==> src/hfp_defs.vh <==
// Constants for the host FIFO port access block: map, field positions, defaults.
`ifndef HFP_DEFS_VH
`define HFP_DEFS_VH

// ----------------------------------------------------------------------------
// Sizes
// ----------------------------------------------------------------------------
`define HFP_FIFO_AW 4
`define HFP_DATA_W 32
`define HFP_HOST_W 16

// ----------------------------------------------------------------------------
// Byte offsets (host_addr[7:0]); data ports are windows selected by addr[7:6]
// ----------------------------------------------------------------------------
`define HFP_WIN_RXD 2'h0
`define HFP_WIN_TXD 2'h1
`define HFP_OFF_RXS_POP 8'h80
`define HFP_OFF_RXS_PEEK 8'h84
`define HFP_OFF_TXS_POP 8'h88
`define HFP_OFF_TXS_PEEK 8'h8C
`define HFP_OFF_CFG 8'h90
`define HFP_OFF_STS 8'h94
`define HFP_OFF_EVT 8'h98

// ----------------------------------------------------------------------------
// Field positions
// ----------------------------------------------------------------------------
`define HFP_CFG_RXD_LSB 0
`define HFP_CFG_TXD_LSB 8
`define HFP_CFG_RXS_LSB 16
`define HFP_CFG_KEEP_BIT 29
`define HFP_CFG_SRST_BIT 31
`define HFP_STS_RXD_LSB 0
`define HFP_STS_TXD_LSB 8
`define HFP_STS_RXS_LSB 16
`define HFP_STS_TXS_LSB 24
`define HFP_EVT_RXO_BIT 0
`define HFP_EVT_TXO_BIT 1
`define HFP_EVT_UDR_BIT 2
`define HFP_EVT_LNK_BIT 3
`define HFP_EVT_ERR_BIT 4

// ----------------------------------------------------------------------------
// Reset values
// ----------------------------------------------------------------------------
`define HFP_KEEP_DEF 1'b0
`define HFP_LNK_DEF 1'b1
`define HFP_ERR_DEF 1'b0
`define HFP_ZERO32 32'h00000000

`endif

==> src/hfp_fifo.v <==
// Synchronous FIFO with a programmable fill limit and registered flags.
`timescale 1ns/10ps
`include "hfp_defs.vh"

module hfp_fifo #(
  parameter DW = 32,
  parameter AW = 4
) (
  input wire clk,                 // System clock.
  input wire clr,                 // Synchronous clear, active high.
  input wire [AW:0] limit,        // Usable depth; zero or above depth means full depth.
  input wire push,                // Write strobe.
  input wire [DW-1:0] push_data,  // Write word.
  input wire pop,                 // Remove head strobe.
  output wire [DW-1:0] head,      // Oldest word.
  output reg [AW:0] count_q,      // Fill level.
  output reg full_q,              // Level has reached the limit.
  output reg empty_q              // No word held.
);

  localparam [AW:0] DEPTH = {1'b1, {AW{1'b0}}};
  localparam [AW:0] ZERO = {(AW+1){1'b0}};

  reg [DW-1:0] mem [0:(1<<AW)-1];
  reg [AW-1:0] wp_q;
  reg [AW-1:0] rp_q;
  reg [AW:0] count_d;
  wire do_push = push & ~full_q;
  wire do_pop = pop & ~empty_q;
  wire [AW:0] eff = ((limit == ZERO) || (limit > DEPTH)) ? DEPTH : limit;

  assign head = mem[rp_q];

  always @*
  begin
    count_d = count_q;
    if (do_push & ~do_pop)
      count_d = count_q + 1'b1;
    else if (do_pop & ~do_push)
      count_d = count_q - 1'b1;
  end

  always @(posedge clk)
  begin
    if (do_push)
      mem[wp_q] <= push_data;
  end

  // Full is refreshed every cycle so a new limit takes effect at once.
  always @(posedge clk)
  begin
    if (clr)
    begin
      wp_q <= {AW{1'b0}};
      rp_q <= {AW{1'b0}};
      count_q <= ZERO;
      full_q <= 1'b0;
      empty_q <= 1'b1;
    end
    else
    begin
      if (do_push)
        wp_q <= wp_q + 1'b1;
      if (do_pop)
        rp_q <= rp_q + 1'b1;
      count_q <= count_d;
      full_q <= (count_d >= eff);
      empty_q <= (count_d == ZERO);
    end
  end

endmodule

==> src/hfp_port.v <==
// Host access logic: 16-bit pairing, register attributes and four FIFO ports.
//
// How it works
// RULE1 - Host bus 16 bits, internal words 32.
// RULE2 - Two 16-bit halves form one internal access.
// RULE3 - Writes to read-only registers are ignored.
// RULE4 - Write-only locations always read back zero.
// RULE5 - Writing one clears the bit; zero ignored.
// RULE6 - Reading a clear-on-read bit clears it.
// RULE7 - Latched status holds until register read.
// RULE8 - Self-clearing bits drop after their action.
// RULE9 - Soft-reset-immune bits survive software reset.
// RULE10 - Host writes reserved bits as zero.
// RULE11 - Host never writes reserved registers.
// RULE12 - Any reset loads all defaults; software reset leaves keep_q unchanged (RULE9).
// RULE13 - Four host FIFOs: RX/TX status, data.
// RULE14 - Data and RX status sizes configurable.
// RULE15 - RX status and data read-only.
// RULE16 - RX status pop read returns, removes.
// RULE17 - RX status peek read returns, keeps.
// RULE18 - RX data read returns and removes.
// RULE19 - RX data aliased over sixteen words.
// RULE20 - TX status pop removes, peek keeps.
// RULE21 - TX data written at sixteen aliases.
// RULE22 - TX data reads return zero, no change.
`timescale 1ns/10ps
`include "hfp_defs.vh"

module hfp_port #(
  parameter AW = `HFP_FIFO_AW
) (
  input wire mclk,                // System clock, 40 MHz.
  input wire reset_n,             // System reset, synchronous, active low.
  input wire por_n,               // Power-on reset, synchronous, active low.
  input wire [7:0] host_addr,     // Byte address; bit 1 selects the upper half.
  input wire [15:0] host_wdata,   // Host write half-word.
  input wire host_rd,             // Read strobe, one cycle.
  input wire host_wr,             // Write strobe, one cycle.
  output reg [15:0] host_rdata_q, // Read half-word.
  output reg host_rvalid_q,       // Read data valid, one cycle.
  input wire rxs_push,            // Receive status word strobe.
  input wire [31:0] rxs_data,     // Receive status word.
  output wire rxs_full_q,         // Receive status FIFO at its limit.
  input wire rxd_push,            // Receive data word strobe.
  input wire [31:0] rxd_data,     // Receive data word.
  output wire rxd_full_q,         // Receive data FIFO at its limit.
  input wire txs_push,            // Transmit status word strobe.
  input wire [31:0] txs_data,     // Transmit status word.
  output wire txs_full_q,         // Transmit status FIFO full.
  input wire txd_req,             // Transmit data word request.
  output reg [31:0] txd_word_q,   // Transmit data word.
  output reg txd_word_vld_q,      // Transmit data word valid, one cycle.
  input wire link_ok,             // Link level, latched low.
  input wire phy_error            // Error level, latched high.
);

  localparam CW = AW + 1;
  localparam [AW:0] LIM_DEF = {1'b1, {AW{1'b0}}};

  // --------------------------------------------------------------------------
  // State
  // --------------------------------------------------------------------------
  reg [15:0] wlo_q;
  reg wlo_vld_q;
  reg [31:0] hold_q;
  reg [AW:0] rxd_lim_q;
  reg [AW:0] txd_lim_q;
  reg [AW:0] rxs_lim_q;
  reg keep_q;
  reg soft_rst_q;
  reg rxo_q;
  reg txo_q;
  reg udr_q;
  reg lnk_q;
  reg err_q;
  reg [31:0] rd32;

  wire hard_rst = ~reset_n | ~por_n;
  wire any_rst = hard_rst | soft_rst_q;
  wire [7:0] waddr = {host_addr[7:2], 2'b00};
  wire sel_rxd = (host_addr[7:6] == `HFP_WIN_RXD);
  wire sel_txd = (host_addr[7:6] == `HFP_WIN_TXD);
  wire sel_rxs_pop = (waddr == `HFP_OFF_RXS_POP);
  wire sel_rxs_peek = (waddr == `HFP_OFF_RXS_PEEK);
  wire sel_txs_pop = (waddr == `HFP_OFF_TXS_POP);
  wire sel_txs_peek = (waddr == `HFP_OFF_TXS_PEEK);
  wire sel_cfg = (waddr == `HFP_OFF_CFG);
  wire sel_sts = (waddr == `HFP_OFF_STS);
  wire sel_evt = (waddr == `HFP_OFF_EVT);

  // A lower-half read carries the internal access; a lower-half write is held until the upper-half write completes it.
  wire rd_lo = host_rd & ~host_addr[1];
  wire rd_hi = host_rd & host_addr[1];
  wire wr_hi = host_wr & host_addr[1] & wlo_vld_q;
  wire [31:0] w32 = {host_wdata, wlo_q};

  wire [31:0] rxs_head;
  wire [31:0] rxd_head;
  wire [31:0] txs_head;
  wire [31:0] txd_head;
  wire [AW:0] rxs_cnt;
  wire [AW:0] rxd_cnt;
  wire [AW:0] txs_cnt;
  wire [AW:0] txd_cnt;
  wire rxs_empty;
  wire rxd_empty;
  wire txs_empty;
  wire txd_empty;
  wire txd_full;

  wire rxd_pop = rd_lo & sel_rxd;
  wire rxs_pop = rd_lo & sel_rxs_pop;
  wire txs_pop = rd_lo & sel_txs_pop;
  wire txd_push = wr_hi & sel_txd;
  wire txd_pop = txd_req & ~txd_empty;
  wire evt_read = rd_lo & sel_evt;

  wire rxo_set = (rxd_push & rxd_full_q) | (rxs_push & rxs_full_q);
  wire txo_set = txd_push & txd_full;
  wire udr_set = (rxd_pop & rxd_empty) | (rxs_pop & rxs_empty) | (txs_pop & txs_empty);

  // --------------------------------------------------------------------------
  // FIFOs
  // --------------------------------------------------------------------------
  hfp_fifo #(.DW(`HFP_DATA_W), .AW(AW)) u_rxs (   // see RULE13
    .clk(mclk),
    .clr(any_rst),
    .limit(rxs_lim_q),
    .push(rxs_push),
    .push_data(rxs_data),
    .pop(rxs_pop),
    .head(rxs_head),
    .count_q(rxs_cnt),
    .full_q(rxs_full_q),
    .empty_q(rxs_empty)
  );

  hfp_fifo #(.DW(`HFP_DATA_W), .AW(AW)) u_rxd (
    .clk(mclk),
    .clr(any_rst),
    .limit(rxd_lim_q),
    .push(rxd_push),
    .push_data(rxd_data),
    .pop(rxd_pop),
    .head(rxd_head),
    .count_q(rxd_cnt),
    .full_q(rxd_full_q),
    .empty_q(rxd_empty)
  );

  hfp_fifo #(.DW(`HFP_DATA_W), .AW(AW)) u_txs (
    .clk(mclk),
    .clr(any_rst),
    .limit(LIM_DEF),
    .push(txs_push),
    .push_data(txs_data),
    .pop(txs_pop),
    .head(txs_head),
    .count_q(txs_cnt),
    .full_q(txs_full_q),
    .empty_q(txs_empty)
  );

  hfp_fifo #(.DW(`HFP_DATA_W), .AW(AW)) u_txd (
    .clk(mclk),
    .clr(any_rst),
    .limit(txd_lim_q),
    .push(txd_push),
    .push_data(w32),
    .pop(txd_pop),
    .head(txd_head),
    .count_q(txd_cnt),
    .full_q(txd_full),
    .empty_q(txd_empty)
  );

  // --------------------------------------------------------------------------
  // Read selection
  // --------------------------------------------------------------------------
  always @*
  begin
    rd32 = `HFP_ZERO32;
    if (sel_rxd)
      rd32 = rxd_empty ? `HFP_ZERO32 : rxd_head;   // see RULE18, RULE19
    else if (sel_txd)
      rd32 = `HFP_ZERO32;   // see RULE4, RULE22
    else if (sel_rxs_pop | sel_rxs_peek)
      rd32 = rxs_empty ? `HFP_ZERO32 : rxs_head;   // see RULE16, RULE17
    else if (sel_txs_pop | sel_txs_peek)
      rd32 = txs_empty ? `HFP_ZERO32 : txs_head;   // see RULE20
    else if (sel_cfg)
    begin
      rd32[`HFP_CFG_RXD_LSB +: CW] = rxd_lim_q;
      rd32[`HFP_CFG_TXD_LSB +: CW] = txd_lim_q;
      rd32[`HFP_CFG_RXS_LSB +: CW] = rxs_lim_q;
      rd32[`HFP_CFG_KEEP_BIT] = keep_q;
      rd32[`HFP_CFG_SRST_BIT] = soft_rst_q;
    end
    else if (sel_sts)
    begin
      rd32[`HFP_STS_RXD_LSB +: CW] = rxd_cnt;
      rd32[`HFP_STS_TXD_LSB +: CW] = txd_cnt;
      rd32[`HFP_STS_RXS_LSB +: CW] = rxs_cnt;
      rd32[`HFP_STS_TXS_LSB +: CW] = txs_cnt;
    end
    else if (sel_evt)
    begin
      rd32[`HFP_EVT_RXO_BIT] = rxo_q;
      rd32[`HFP_EVT_TXO_BIT] = txo_q;
      rd32[`HFP_EVT_UDR_BIT] = udr_q;
      rd32[`HFP_EVT_LNK_BIT] = lnk_q;
      rd32[`HFP_EVT_ERR_BIT] = err_q;
    end
  end

  // --------------------------------------------------------------------------
  // Host half-word pairing
  // --------------------------------------------------------------------------
  always @(posedge mclk)
  begin
    if (any_rst)   // see RULE12
    begin
      wlo_q <= 16'h0000;
      wlo_vld_q <= 1'b0;
      hold_q <= `HFP_ZERO32;
      host_rdata_q <= 16'h0000;
      host_rvalid_q <= 1'b0;
    end
    else
    begin
      host_rvalid_q <= host_rd;
      if (rd_lo)
      begin
        hold_q <= rd32;   // see RULE1, RULE2
        host_rdata_q <= rd32[15:0];
      end
      else if (rd_hi)
        host_rdata_q <= hold_q[31:16];   // see RULE2
      if (host_wr & ~host_addr[1])
      begin
        wlo_q <= host_wdata;   // see RULE2
        wlo_vld_q <= 1'b1;
      end
      else if (host_wr)
        wlo_vld_q <= 1'b0;
    end
  end

  // --------------------------------------------------------------------------
  // Configuration register
  // --------------------------------------------------------------------------
  always @(posedge mclk)
  begin
    if (hard_rst)
      keep_q <= `HFP_KEEP_DEF;   // see RULE9
    else if (wr_hi & sel_cfg)
      keep_q <= w32[`HFP_CFG_KEEP_BIT];
  end

  always @(posedge mclk)
  begin
    if (any_rst)
    begin
      rxd_lim_q <= LIM_DEF;
      txd_lim_q <= LIM_DEF;
      rxs_lim_q <= LIM_DEF;
      soft_rst_q <= 1'b0;   // see RULE8
    end
    else
    begin
      soft_rst_q <= wr_hi & sel_cfg & w32[`HFP_CFG_SRST_BIT];
      if (wr_hi & sel_cfg)
      begin
        rxd_lim_q <= w32[`HFP_CFG_RXD_LSB +: CW];   // see RULE14
        txd_lim_q <= w32[`HFP_CFG_TXD_LSB +: CW];
        rxs_lim_q <= w32[`HFP_CFG_RXS_LSB +: CW];
      end
    end
  end

  // --------------------------------------------------------------------------
  // Event register; a set in the clearing cycle wins
  // --------------------------------------------------------------------------
  always @(posedge mclk)
  begin
    if (any_rst)
    begin
      rxo_q <= 1'b0;
      txo_q <= 1'b0;
      udr_q <= 1'b0;
      lnk_q <= `HFP_LNK_DEF;
      err_q <= `HFP_ERR_DEF;
    end
    else
    begin
      if (rxo_set)
        rxo_q <= 1'b1;
      else if (wr_hi & sel_evt & w32[`HFP_EVT_RXO_BIT])
        rxo_q <= 1'b0;   // see RULE5
      if (txo_set)
        txo_q <= 1'b1;
      else if (wr_hi & sel_evt & w32[`HFP_EVT_TXO_BIT])
        txo_q <= 1'b0;   // see RULE5
      if (udr_set)
        udr_q <= 1'b1;
      else if (evt_read)
        udr_q <= 1'b0;   // see RULE6
      if (evt_read)
      begin
        lnk_q <= link_ok;   // see RULE7
        err_q <= phy_error;
      end
      else
      begin
        lnk_q <= lnk_q & link_ok;
        err_q <= err_q | phy_error;
      end
    end
  end

  // --------------------------------------------------------------------------
  // Transmit data drain; status and RX writes are dropped
  // --------------------------------------------------------------------------
  always @(posedge mclk)
  begin
    if (any_rst)
    begin
      txd_word_q <= `HFP_ZERO32;
      txd_word_vld_q <= 1'b0;
    end
    else
    begin
      txd_word_vld_q <= txd_pop;   // see RULE21
      if (txd_pop)
        txd_word_q <= txd_head;
    end
  end

  // Writes to RX ports, status ports and the status register have no path.
  // see RULE3, RULE15

endmodule

==> config.mk <==
export PLATFORM = sky130hd
export DESIGN_NAME = hfp_port
export DESIGN_NICKNAME = d
export VERILOG_FILES = /design/src/hfp_fifo.v /design/src/hfp_port.v
export VERILOG_INCLUDE_DIRS = /design/src
export SDC_FILE = /design/constraint.sdc
export NUM_CORES = 2
export LEC_CHECK = 0
export ABC_AREA = 1
export ABC_CLOCK_PERIOD_IN_PS = 3800
export BUFFER_PORTS_ARGS = -buffer_cell sky130_fd_sc_hd__buf_2
export CAP_MARGIN = 40
export CORE_MARGIN = 5
export CORE_UTILIZATION = 40
export DETAILED_ROUTE_END_ITERATION = 16
export PLACE_DENSITY = 0.56
export SLEW_MARGIN = 30
export SYNTH_ARGS = -nofsm -noshare
export SYNTH_HDL_FRONTEND = slang
export SYNTH_HIERARCHICAL = 1
export SYNTH_SLANG_ARGS = --single-unit
==> constraint.sdc <==
create_clock -name mclk -period 3.8 [get_ports mclk]
set_input_delay 0.38 -clock mclk [delete_from_list [all_inputs] [get_ports mclk]]
set_output_delay 0.38 -clock mclk [all_outputs]
set_load 0.02 [all_outputs]
==> summary.md <==
| Metric | Value |
|---|---|
| Crit-path cells | dlygate4sd3_1, buf_2, inv_2, nor2_4, inv_2, nor3_2, inv_1, nor2_1, nand3_1, nand2_1, nand2_1, nand2_1, inv_1, ha_1, a21oi_1, o221ai_1, nor2_1, nor2_1 |
| Crit-path max cell delay | 0.61 ns |
| DRT iter0 DRCs | 5490 |
| RSZ-0062 raised after global routing | no |
| WS Path Type | in -> reg |
| Final Max Slew Viols | 0 |
| CTS sink count | 2229 |
| TNS Setup | 0 ns |
| Hold Crit Class | in -> reg |
| Number of I/O port buffers | 182 |
| Netlist cell types | 39 |
| Register bit total from synthesis | 2229 |
| Clock Power Share | 0.440 |
| Skew-Pair Late Insertion Delay | 0.87 ns |
| Routed len/inst | 22.3 µm |
| Core area | 0.225 mm² |
| Cell Rows | 174 |
| CTS tree | done |
| Power Internal | 39900 µW |
| Tmin final | 3.14 ns |
| Slew margin rel. | 0.427 |
| First-pass GRT wire length | 362000 µm |
| Synth area leaders | edfxtp_1 (68%), nor2_1 (5.7%), o21ai_0 (4.3%) |
| Slew @ Worst Pin | 0.860 ns |
| Total CTS buffers | 228 |
| Clock root buffer | clkbuf_16 |
| CP arrival | 3.86 ns |
| Mean Syn Cell Area | 12.0 µm² |
| Gr ovfl total | 0 |
| Slowest stage cell, crit path | dlygate4sd3_1 |
| DIE WIDTH | 486 µm |
| Syn. warnings | 6 |
| Net switching power | 10300 µW |
| Die Y | 486 µm |
| Cell Area, Synth | 0.0905 mm² |
| Pwr Density | 483 mW/mm² |
| F_max | 318 MHz |
| Clk_skew | 0.0572 ns |
| Pleak | 0.0346 µW |
| Post-CTS Setup Bufs | 0 |
| Max-Cap Viols | 0 |
| Worst Hold Slack | 0.0758 ns |
| CTS resizes | 0 |
| First-pass DRT Iterations | 6 |
| Starting Density | 0.402 |
| Tot GR Track Use | 0.201 |
| Post-Synthesis Cells | 7526 |
| Most frequent cells after synthesis | edfxtp_1 (2048), nor2_1 (1382), o21ai_0 (774) |
| Combinational Power Share | 0.023 |
| IO Pins | 184 |
| Ys flop type | edfxtp_1 |
| Share of cells above drive strength 1 | 0.101 |
| DP HPWL | 135000 µm |
| Via density | 5.35 |
| Top-count cell post-synth | edfxtp_1 |
| Worst setup EP type | register |
| Nets | 7949 |
| Via count | 58700 |
| Fin crit share | 0.826 |
| Flop pwr share | 0.537 |
| Initial antenna violation count | 29 |
| Crit-path leading delay family | buffers and inverters |
| Top-area cell type share of the netlist area | 0.679 |
| Cell taking the most area after synthesis | edfxtp_1 |
| Drt drc | 0 |
| Post-synth EDFFs | 2048 |
| Total Wirelength | 245000 µm |
| Async SR Flop Fraction | 0 |
| Worst-path clk slew | 0.06 ns |
| Largest net degree at the start of global routing | 263 |
| Clk buf depth | 3 |
| Final hold viol count | 0 |
| Critical Path Fanout Max | 23 |
| Buffers and inverters on the worst path | 6 |
| Status | completed |
| Worst EP required | 4.52 ns |
| Vias in the first global route | 55600 |
| H-tree Lvls | 4 |
| Startpoint Class | input port |
| Final setup viols | 0 |
| Die ar. | 0.236 mm² |
| Net Sw Frac | 0.206 |
| Gpl congestion | 0.846 |
| Peak VDD IR | 0.425 mV |
| Sequential fraction of the synthesis area | 0.719 |
| Area delta synth->final | 14.8% |
| Detail Route Antenna Nets | 0 |
## repair_timing
item / 4_1_cts / 5_1_grt
endpoints found under the setup margin: 0 / 0
endpoints found under the hold margin: 1834 / 0
hold buffers: 126 / 0
## flip-flops by register name, summed over array words and instances, names as in the netlist, 16 cells and up, named ones only
name          count
hold_q           16
u_txs/mem       512
host_rdata_q     16
txd_word_q       32
u_rxs/mem       512
u_txd/mem       512
u_rxd/mem       512
wlo_q            16
## stage by stage
stage                     setup slack, ns  cell area, µm²   util  total power, µW  cells
after detailed placement            0.499           95200  0.423            28500  10400
after global placement              0.542           95100  0.423            28500  10400
after global routing                0.523          104000  0.462            51800  11000
after floorplan                     0.665           90600      -            27900   7533
after CTS                           0.788          104000  0.461            50600  10900
final                               0.660          104000  0.462            50200  11000
## routing by layer
| layer | vias to the layer above | track usage | part of all wire |
|---|---|---|---|
| li1 | 27500 | - | - |
| met1 | 29100 | 0.279 | 0.44 |
| met2 | 1664 | 0.330 | 0.48 |
| met3 | 368 | 0.0285 | 0.055 |
| met4 | 14 | 0.0640 | 0.029 |
| met5 | - | 0 | 0.00037 |
## logic make-up after synthesis
logic type / synth area share
AOI/OAI and AO/OA: 0.118
xor gates and xnor gates: 0.0000968
adders and majority gates: 0.00719
buffers and inverters: 0.0445
DFF: 0.719
other: 0.0000830
and+or+nand+nor: 0.111
## cell type report
cell class              count  area (µm²)
repair buffers            474        4120
flip-flops and latches   2229       65200
clock buffers             286        6050
multi-input cells        4415       21900
fillers                 20100      121000
clock inverters           138        1350
diodes                     19        47.5
well taps                2992        3740
inverters                 418        1590
## power groups by stage
stage	logic, µW	clock network, µW	registers, µW
detailed placement	1030	0	27500
global route	1250	23600	27000
CTS	1160	22500	27000
finish	1150	22100	27000
global placement	1010	0	27500
floorplan	386	0	27500
## path summary, 6_finish.rpt
path	startpoint	to	slack, ns	cells after the start
worst max-delay path	host_rd	u_rxs/full_q	0.66	18
worst min-delay path	host_addr[3]	udr_q	0.08	6
worst max register to register	register	hold_q[25]	0.92	12
worst min register to register	u_rxs/rp_q[3]	register	0.44	1
## placed cells by master, fill, tap and decap left out, types with 182 or more instances in the layout
cell type / netlist / final
o211ai_1: 515 / 515
o21ai_0: 774 / 774
a21oi_1: 228 / 228
nand2_1: 634 / 634
inv_1: 399 / 396
edfxtp_1: 2048 / 2048
o21ai_1: 332 / 332
nand3_1: 413 / 413
buf_2: 116 / 182
nor2_1: 1382 / 1316
clkbuf_16: 0 / 230
## worst reg2reg max path, stage by stage (launching register included)
cell	delay, ns
dfxtp_4	0.39
buf_12	0.34
buf_16	0.49
o21ai_0	0.34
o211ai_1	0.23
nand3_1	0.10
nand2_1	0.27
nand2_1	0.12
nand3_1	0.08
nand2_1	0.16
nand2_1	0.11
nand2_1	0.06
a21oi_1	0.12
Power figures use the tool's default switching activity.
